<file path="config.mk">
export PLATFORM = sky130hd
export DESIGN_NAME = aef_event_flags
export DESIGN_NICKNAME = d
export VERILOG_FILES = /design/src/aef_pkg.sv /design/src/aef_flag_if.sv /design/src/aef_flag_bank.sv /design/src/aef_event_flags.sv
export SDC_FILE = /design/constraint.sdc
export NUM_CORES = 1
export LEC_CHECK = 0
export BUFFER_PORTS_ARGS = -buffer_cell sky130_fd_sc_hd__buf_2
export CAP_MARGIN = 20
export CORE_MARGIN = 8
export CORE_UTILIZATION = 43
export DETAILED_ROUTE_END_ITERATION = 8
export HOLD_SLACK_MARGIN = 0.15
export PLACE_DENSITY = 0.73
export SKIP_CTS_REPAIR_TIMING = 1
export SLEW_MARGIN = 40
export SYNTH_ARGS = -nofsm -noshare
export SYNTH_HDL_FRONTEND = slang
export SYNTH_SLANG_ARGS = --single-unit
</file>
<file path="constraint.sdc">
create_clock -name ref_clk_i -period 1.2 [get_ports ref_clk_i]
set_input_delay 0.18 -clock ref_clk_i [delete_from_list [all_inputs] [get_ports ref_clk_i]]
set_output_delay 0.18 -clock ref_clk_i [all_outputs]
set_load 0.02 [all_outputs]
</file>
<file path="src/aef_pkg.sv">
// Package of offsets, field positions and reset values for the event flags
`default_nettype none
package aef_pkg;

	// ------------------------------------------------------------------
	// Register map
	// ------------------------------------------------------------------
	localparam logic [7:0] AEF_FLAGS_OFS   = 8'h08;
	localparam logic [7:0] AEF_OPSTATE_OFS = 8'h09;

	// ------------------------------------------------------------------
	// Field positions and reset values
	// ------------------------------------------------------------------
	localparam int         AEF_NUM_FLAGS     = 3;
	localparam int         AEF_IN1_LOS_BIT   = 0;
	localparam int         AEF_IN1_VIOL_BIT  = 1;
	localparam int         AEF_IN2_LOS_BIT   = 2;
	localparam logic [2:0] AEF_FLAGS_RST     = 3'h0;
	localparam logic [4:0] AEF_FLAGS_PAD     = 5'h00;
	localparam logic [7:0] AEF_OPSTATE_RST   = 8'h41;
	localparam logic [7:0] AEF_RDATA_RST     = 8'h00;

	// Address match, shared by the write and the read decode
	function automatic logic aef_hit(input logic [7:0] addr,
		input logic [7:0] ofs);
		return addr == ofs;
	endfunction

endpackage
`default_nettype wire

</file>
<file path="src/aef_flag_if.sv">
// Interface carrying set, clear and flag vectors to the flag bank
`timescale 1ns/100ps
`default_nettype none
interface aef_flag_if #(parameter int N = 3);
	logic [N-1:0] set;
	logic [N-1:0] clr;
	logic [N-1:0] flags;

	modport owner (input set, input clr, output flags);
	modport user  (output set, output clr, input flags);
endinterface
`default_nettype wire

</file>
<file path="src/aef_flag_bank.sv">
// Bank of sticky write-one-to-clear event flags
`timescale 1ns/100ps
`default_nettype none
module aef_flag_bank
	import aef_pkg::*;
#(
	parameter int N = AEF_NUM_FLAGS
) (
	input  wire logic ref_clk_i,
	input  wire logic rst_n_i,
	input  wire logic ce_i,
	aef_flag_if.owner fb
);

	logic [N-1:0] flags_q;

	// ------------------------------------------------------------------
	// Sticky flags
	// ------------------------------------------------------------------
	// Set is ORed after the clear so a same-cycle event is never lost
	always_ff @(posedge ref_clk_i or negedge rst_n_i) begin
		if (!rst_n_i) begin
			flags_q <= N'(AEF_FLAGS_RST);
		end else if (ce_i) begin
			flags_q <= (flags_q & ~fb.clr) | fb.set;
		end
	end

	assign fb.flags = flags_q;
endmodule // aef_flag_bank
`default_nettype wire

</file>
<file path="src/aef_event_flags.sv">
// Top of the input event flags and the operating-state status register
//
// Operation
// - Input two signal loss sets bit 2
// - Input one coding violation sets bit 1
// - Input one signal loss sets bit 0
// - Read-only operating state, resets to 0x41
// - Flags are bits 2:0 of the register at offset 0x08
`timescale 1ns/100ps
`default_nettype none
module aef_event_flags
	import aef_pkg::*;
(
	input  wire logic       ref_clk_i,
	input  wire logic       rst_n_i,
	input  wire logic       ce_i,
	input  wire logic [7:0] reg_addr_i,
	input  wire logic       reg_wr_i,
	input  wire logic [7:0] reg_wdata_i,
	output var  logic [7:0] reg_rdata_o,
	input  wire logic       input_one_signal_loss_i,
	input  wire logic       input_one_coding_violation_i,
	input  wire logic       input_two_signal_loss_i,
	input  wire logic [7:0] dpll_state_i,
	output var  logic       input_one_signal_loss_flag_o,
	output var  logic       input_one_coding_violation_flag_o,
	output var  logic       input_two_signal_loss_flag_o
);

	// ------------------------------------------------------------------
	// Flag bank
	// ------------------------------------------------------------------
	aef_flag_if #(.N(AEF_NUM_FLAGS)) fb ();

	logic       wr_flags;
	logic [7:0] opstate_q;
	logic [7:0] rdata_q;

	// Only a write to the flag register clears; other offsets are ignored
	assign wr_flags = reg_wr_i && aef_hit(reg_addr_i, AEF_FLAGS_OFS);

	// Event inputs mapped onto their flag positions
	always_comb begin
		fb.set = '0;
		fb.set[AEF_IN2_LOS_BIT]  = input_two_signal_loss_i;
		fb.set[AEF_IN1_VIOL_BIT] = input_one_coding_violation_i;
		fb.set[AEF_IN1_LOS_BIT]  = input_one_signal_loss_i;
	end

	// Write of one clears; zeros and the upper bits are don't-care
	assign fb.clr = wr_flags ? reg_wdata_i[AEF_NUM_FLAGS-1:0] : '0;

	aef_flag_bank #(.N(AEF_NUM_FLAGS)) u_flag_bank (
		.ref_clk_i (ref_clk_i),
		.rst_n_i   (rst_n_i),
		.ce_i      (ce_i),
		.fb        (fb.owner)
	);

	// ------------------------------------------------------------------
	// Operating-state register
	// ------------------------------------------------------------------
	// Sampled every enabled cycle; writes to it are ignored
	always_ff @(posedge ref_clk_i or negedge rst_n_i) begin
		if (!rst_n_i) begin
			opstate_q <= AEF_OPSTATE_RST;
		end else if (ce_i) begin
			opstate_q <= dpll_state_i;
		end
	end

	// ------------------------------------------------------------------
	// Read data
	// ------------------------------------------------------------------
	// Registered so the output comes from a flop; one cycle of latency
	always_ff @(posedge ref_clk_i or negedge rst_n_i) begin
		if (!rst_n_i) begin
			rdata_q <= AEF_RDATA_RST;
		end else if (ce_i) begin
			if (aef_hit(reg_addr_i, AEF_FLAGS_OFS)) begin
				rdata_q <= {AEF_FLAGS_PAD, fb.flags};
			end else if (aef_hit(reg_addr_i, AEF_OPSTATE_OFS)) begin
				rdata_q <= opstate_q;
			end else begin
				rdata_q <= AEF_RDATA_RST;
			end
		end
	end

	// ------------------------------------------------------------------
	// Outputs
	// ------------------------------------------------------------------
	assign reg_rdata_o                       = rdata_q;
	assign input_one_signal_loss_flag_o      = fb.flags[AEF_IN1_LOS_BIT];
	assign input_one_coding_violation_flag_o = fb.flags[AEF_IN1_VIOL_BIT];
	assign input_two_signal_loss_flag_o      = fb.flags[AEF_IN2_LOS_BIT];
endmodule // aef_event_flags
`default_nettype wire

</file>
# ---- Word level (Yosys, flattened, before mapping)
# Index checks and enable logic that the tools add are counted.
dict set report op_classes {
  reduce_logical 1
  n_bitwise 3
  n_eq_ne 2
  muxes 3
}
# cell n
set ops {}
lappend ops {{equality test 8 x 4 -> 1 bit, second input constant} 2}
lappend ops {{two-way mux 8 bit} 2}
lappend ops {{AND 3 bit} 1}
lappend ops {{two-way mux 3 bit} 1}
lappend ops {{NOT 3 bit} 1}
lappend ops {{bitwise OR 3 bit} 1}
lappend ops {{logical AND 1 bit} 1}
dict set report word_totals {
  output_inout_bits 11
  word_cells 12
  inputBits 31
  reg_bits 19
}

# ---- Logic depth before layout (Yosys ltp)
dict set report logic_depth {
  depth_word 6
  ltp_mapped 4
  mapped_depth_nobuf 3
}

# ---- Cells and area by module
# A second synthesis with hierarchy kept.
dict set report hier_totals {
  cells_unflattened 72
  area_unflattened_um2 872.1
}
# module area_per_inst_um2 cells_each instances seq_area_each_um2
set modules_own_cells {}
lappend modules_own_cells {aef_event_flags 759.5 63 1 402.9}
lappend modules_own_cells {aef_flag_bank 112.6 9 1 75.1}

# ---- Least setup slack after synthesis
# Ideal clock, no wire load.
dict set report synth_path {
  path_kind {input to register}
  start {input reg_addr_i[6]}
  end {register u_flag_bank.flags_q[0], in the netlist u_flag_bank.fb.flags[0]}
  setup_time_ns 0.121
  arrival_ns 0.881
  path_stages 3
  required_time_ns 1.079
  n_path_buf 0
  slack_ns 0.198
  path_cell_list {nor4b_4 > nand4_1 > a22o_1}
}
dict set report synth_via {
  elab_chain_len 6
}
# item line
set synth_lines {}
lappend synth_lines {{start: declaration} aef_event_flags.sv:17} ;# input wire logic [7:0] reg_addr_i,
lappend synth_lines {{equality test 8 x 4 -> 1 bit} aef_pkg.sv:26} ;# return addr == ofs;
lappend synth_lines {{logical AND 1 bit} aef_event_flags.sv:40} ;# assign wr_flags = reg_wr_i && aef_hit(reg_addr_i, AEF_FLAGS_OFS);
lappend synth_lines {{two-way mux 3 bit} aef_event_flags.sv:51} ;# assign fb.clr = wr_flags ? reg_wdata_i[AEF_NUM_FLAGS-1:0] : '0;
lappend synth_lines {{NOT 3 bit} aef_flag_bank.sv:25} ;# flags_q <= (flags_q & ~fb.clr) | fb.set;
lappend synth_lines {{AND 3 bit} aef_flag_bank.sv:25}
lappend synth_lines {{bitwise OR 3 bit} aef_flag_bank.sv:25}
lappend synth_lines {{end signal: assignment} aef_flag_bank.sv:23} ;# flags_q <= N'(AEF_FLAGS_RST);
lappend synth_lines {{end signal: assignment} aef_flag_bank.sv:25}
lappend synth_lines {{end: declaration} aef_flag_bank.sv:15} ;# logic [N-1:0] flags_q;
# No other way between the ends.
# A chain may end at the register's enable or synchronous reset.

# ---- Worst setup path in the final report
dict set report layout_path {
  start {register u_flag_bank.flags_q[2], in the netlist u_flag_bank.fb.flags[2]}
  end {output input_two_signal_loss_flag_o}
}
# item line
set layout_rtl {}
lappend layout_rtl {{end: declaration} aef_event_flags.sv:27} ;# output var logic input_two_signal_loss_flag_o
# No word-level cell between the ends.

==> results.md <==
Setup path:
- The cell with the largest stage delay on the worst path is dfrtp_1.
- The data required time of the critical path is 1.02 ns.
- The setup slack of the most critical reg-to-reg path is 0.22 ns.
- The nature of the critical path startpoint is a flop.
- The category of cells accounting for the largest share of critical-path delay is flip-flops.
- The signal on the critical path passes through buf_2.
- The critical path is of the flop to output pin type.
- The nature of the critical path endpoint is an output pin.
- The most critical setup path has its startpoint at u_flag_bank.fb.flags[2].
- The largest single stage delay on the critical path is 0.42 ns.
- The largest fanout on the critical path is 3.
- The count of buffer and inverter cells on the critical path is 1.
- The startpoint identified for the worst register-to-register timing path is u_flag_bank.fb.flags[2].
- At the worst endpoint, the arrival time is 0.87 ns.

Power and ir drop:
- In this run the static leakage power is 0.5741 nW.
- The combinational group share of total power is 0.150.
- Of the total power, the clock network draws 0.264.
- The power per unit of standard cell area is 961.6 nW/µm².
- For this design the total switching power over the nets is 0.2709 mW.
- Across the VDD grid, the largest voltage drop is 0.5985 mV.
- Of the total power, the share spent switching nets is 0.2312.
- Cell internal power was estimated by the tool at 0.9009 mW.
- Power comes to 1.172 mW.
- Of the total power, registers draw 0.587.

GRT:
- The met3 usage is 0.03011.
- The number of antenna violations at the first check in global routing is 0.
- In the global route stage, overall resource usage came out at 0.1171.
- Entering global routing, the biggest net connects 20 pins.
- The via count of the first global-routing pass was 695.
- The met2 layer usage reported by global route is 0.1938.
- The most used routing layer is met2.
- The first global-routing pass estimated 3.098 mm of wire.
- For this run, global-route usage on met1 was measured as 0.1305.
- The aggregate global routing overflow is 0.

Synthesis:
- The total nets after synthesis is 98.
- In this run the cell area of the synthesized design comes to 833.3 µm².
- The synthesized netlist contains 16 unique library cells.
- Of the synthesized area, sequential elements account for 0.5736.
- The area share of the largest cell type after synthesis is 0.5105.
- The cell count after synthesis is 67.
- Each instance of the synthesized netlist takes up on average 12.44 µm².
- Sorting the synthesized cells by area gives the leading types as dfrtp_1 51%, mux2_2 15%, dfstp_2 6.3%, nand4_1 4.5%, inv_1 3.6%.
- The yosys synthesis warning count is 0.
- The flip-flop and latch count after synthesis is 19.
- The library cell with the largest summed area after synthesis is dfrtp_1.

Timing:
- Hold timing on the final database bottoms out at a slack of 0.1960 ns.
- The total setup violations reported at the end of the flow is 0.
- The max-slew violation count is 0.
- The final hold violation count is 0.
- Across the routed clock network, the largest skew measured is 0.001648 ns.
- Setup repair after global routing left no endpoint under its margin.
- The highest achievable clock rate is 0.9482 GHz.
- The sum of negative setup slack is 0 ns.
- The part of the cycle the worst path needs is 0.8789.
- The transition time at the pin with the least slew margin is 0.3989 ns.
- The post-route minimum period is 1.055 ns.
- The tightest slew margin relative to the limit is 0.7340.
- The minimum setup slack in the final design is 0.1453 ns.

Outcome:
- The run finished with clean final reports.

Die:
- The die boundary height is 60.02 µm.
- The die covers 3602 µm².
- In this run the count of I/O pins placed on the die edge is 42.
- The row count is 16.
- In this run the standard cell core region covers 1902 µm².
- The initial standard-cell utilization of the core is 0.4382.
- The die width is 60.02 µm.

Hold path:
- The startpoint of the tightest hold check path is reg_wdata_i[2].
- The class of the tightest hold or removal check is input pin to flop.

Clock network:
- Clock-pin slew was measured on the worst setup and hold paths at 0.10 ns.
- In this run the deepest clock path goes through 2 buffers.
- In this run the number of H-tree levels came out at 1.
- TritonCTS created 3 clock buffers.
- The total clock sinks is 19.
- TritonCTS built the clock tree.
- The root buffer cell chosen for the clock tree is clkbuf_4.
- The clock latency on the worst-skew pair is 0.29 ns.

Finish:
- The repair_antennas step left the layout with diodes totalling 0.
- The final instance count without filler cells is 148.
- The area taken by multi-input logic gates is 311.5 µm².
- The layout net count is 153.
- The register area is 478.0 µm².
- For this run, the share of the core covered by cells in the final layout is 0.6408.
- The synthesis-to-finish area growth is 46.25%.
- The layout has 157 filler cells.
- With fillers left out, the area of the finished cells amounts to 1219 µm².
- Of the cells placed in the final design, the portion with a size suffix greater than 1 is 0.5124.

Routing:
- For this run, design rule violations remaining after detail routing come to 0.
- The detailed-route wire length is 2.051 mm.
- After the first detailed-routing iteration, the DRC count stood at 12.
- In this run the remaining antenna-violating nets after routing total 0.
- The first-pass detailed-route iteration total is 4.
- Summing over every cut layer, the via total after detailed routing is 694.
- The via-per-instance ratio is 4.689.
- After detailed routing, the average wire length per cell comes to 13.86 µm.

Placement:
- The sum of net half-perimeters after detailed placement is 1.550 mm.
- The final RePlAce weighted congestion is 0.7695.
- The count of placed standard cells including taps is 132.
- The number of input and output port buffers inserted is 36.
- Once placement finished, the instance area stood at 1071 µm².
- The post-placement worst setup slack is 0.05280 ns.

Flow run:
- The number of max-capacitance violations reported is 0.
==> routing by layer <==
metal	up-vias	wire length, µm
li1	349	-
met3	2	89
met5	-	0
met2	15	1113
met1	328	817
met4	0	30
==> power by group through the flow <==
stage | clock [mW] | sequential (mW) | combinational (mW)
after detailed placement | 0 | 0.699 | 0.145
after CTS | 0.324 | 0.687 | 0.146
after floorplan | 0 | 0.696 | 0.0676
final | 0.309 | 0.688 | 0.175
after global routing | 0.356 | 0.690 | 0.193
after global placement | 0 | 0.698 | 0.141
==> layout by cell type (no fill, tap or decap), types with 4 or more instances in the layout <==
master,count
inv_1,8
nand2_1,5
buf_4,5
nand4_1,6
mux2_2,11
buf_2,36
dfrtp_1,17
o22ai_1,4
dlygate4sd3_1,12
==> worst register-to-register path, delay by kind of cell (launching register included) <==
kind / cells / cell delay [ns]
simple gates: 1 / 0.08
flops: 1 / 0.42
compound gates: 1 / 0.09
mux: 1 / 0.28
==> registers in the layout (all words and copies together), names as in the netlist <==
name	cells
reg_rdata_o	8
u_flag_bank.fb.flags	3
opstate_q	8
==> synthesized netlist by cell type, drive strengths merged <==
master	n
nand2	5
a22o	3
nor3	1
o22ai	5
dfrtp	17
buf	3
nor4b	1
mux2	11
nand3	1
o21ai	3
and3b	1
dfstp	2
inv	8
nand4	6
==> logic make-up after synthesis <==
family	share of synthesized area
AO/OA/AOI/OAI	0.09459
buffers and inverters	0.05255
multiplexers	0.1487
AND/OR/NAND/NOR	0.1306
flip-flops	0.5736
==> cell type report <==
type                    instances  area share
clock buffers                   3     0.01848
clock inverters                 1    0.004107
inverters                       8     0.02464
multi-input cells              37      0.2556
flip-flops and latches         19      0.3922
well taps                      27     0.02772
repair buffers                 53      0.2772
==> path summary, 6_finish.rpt <==
kind,to,cells after the start
min in group asynchronous,reg_rdata_o[2],2
worst max-delay path,input_two_signal_loss_flag_o,1
worst max register to register,reg_rdata_o[2],3
worst min-delay path,u_flag_bank.fb.flags[2],3
worst min register to register,opstate_q[3],1
max in group asynchronous,opstate_q[6],2
Note: power is estimated with default switching activity, not from simulation.
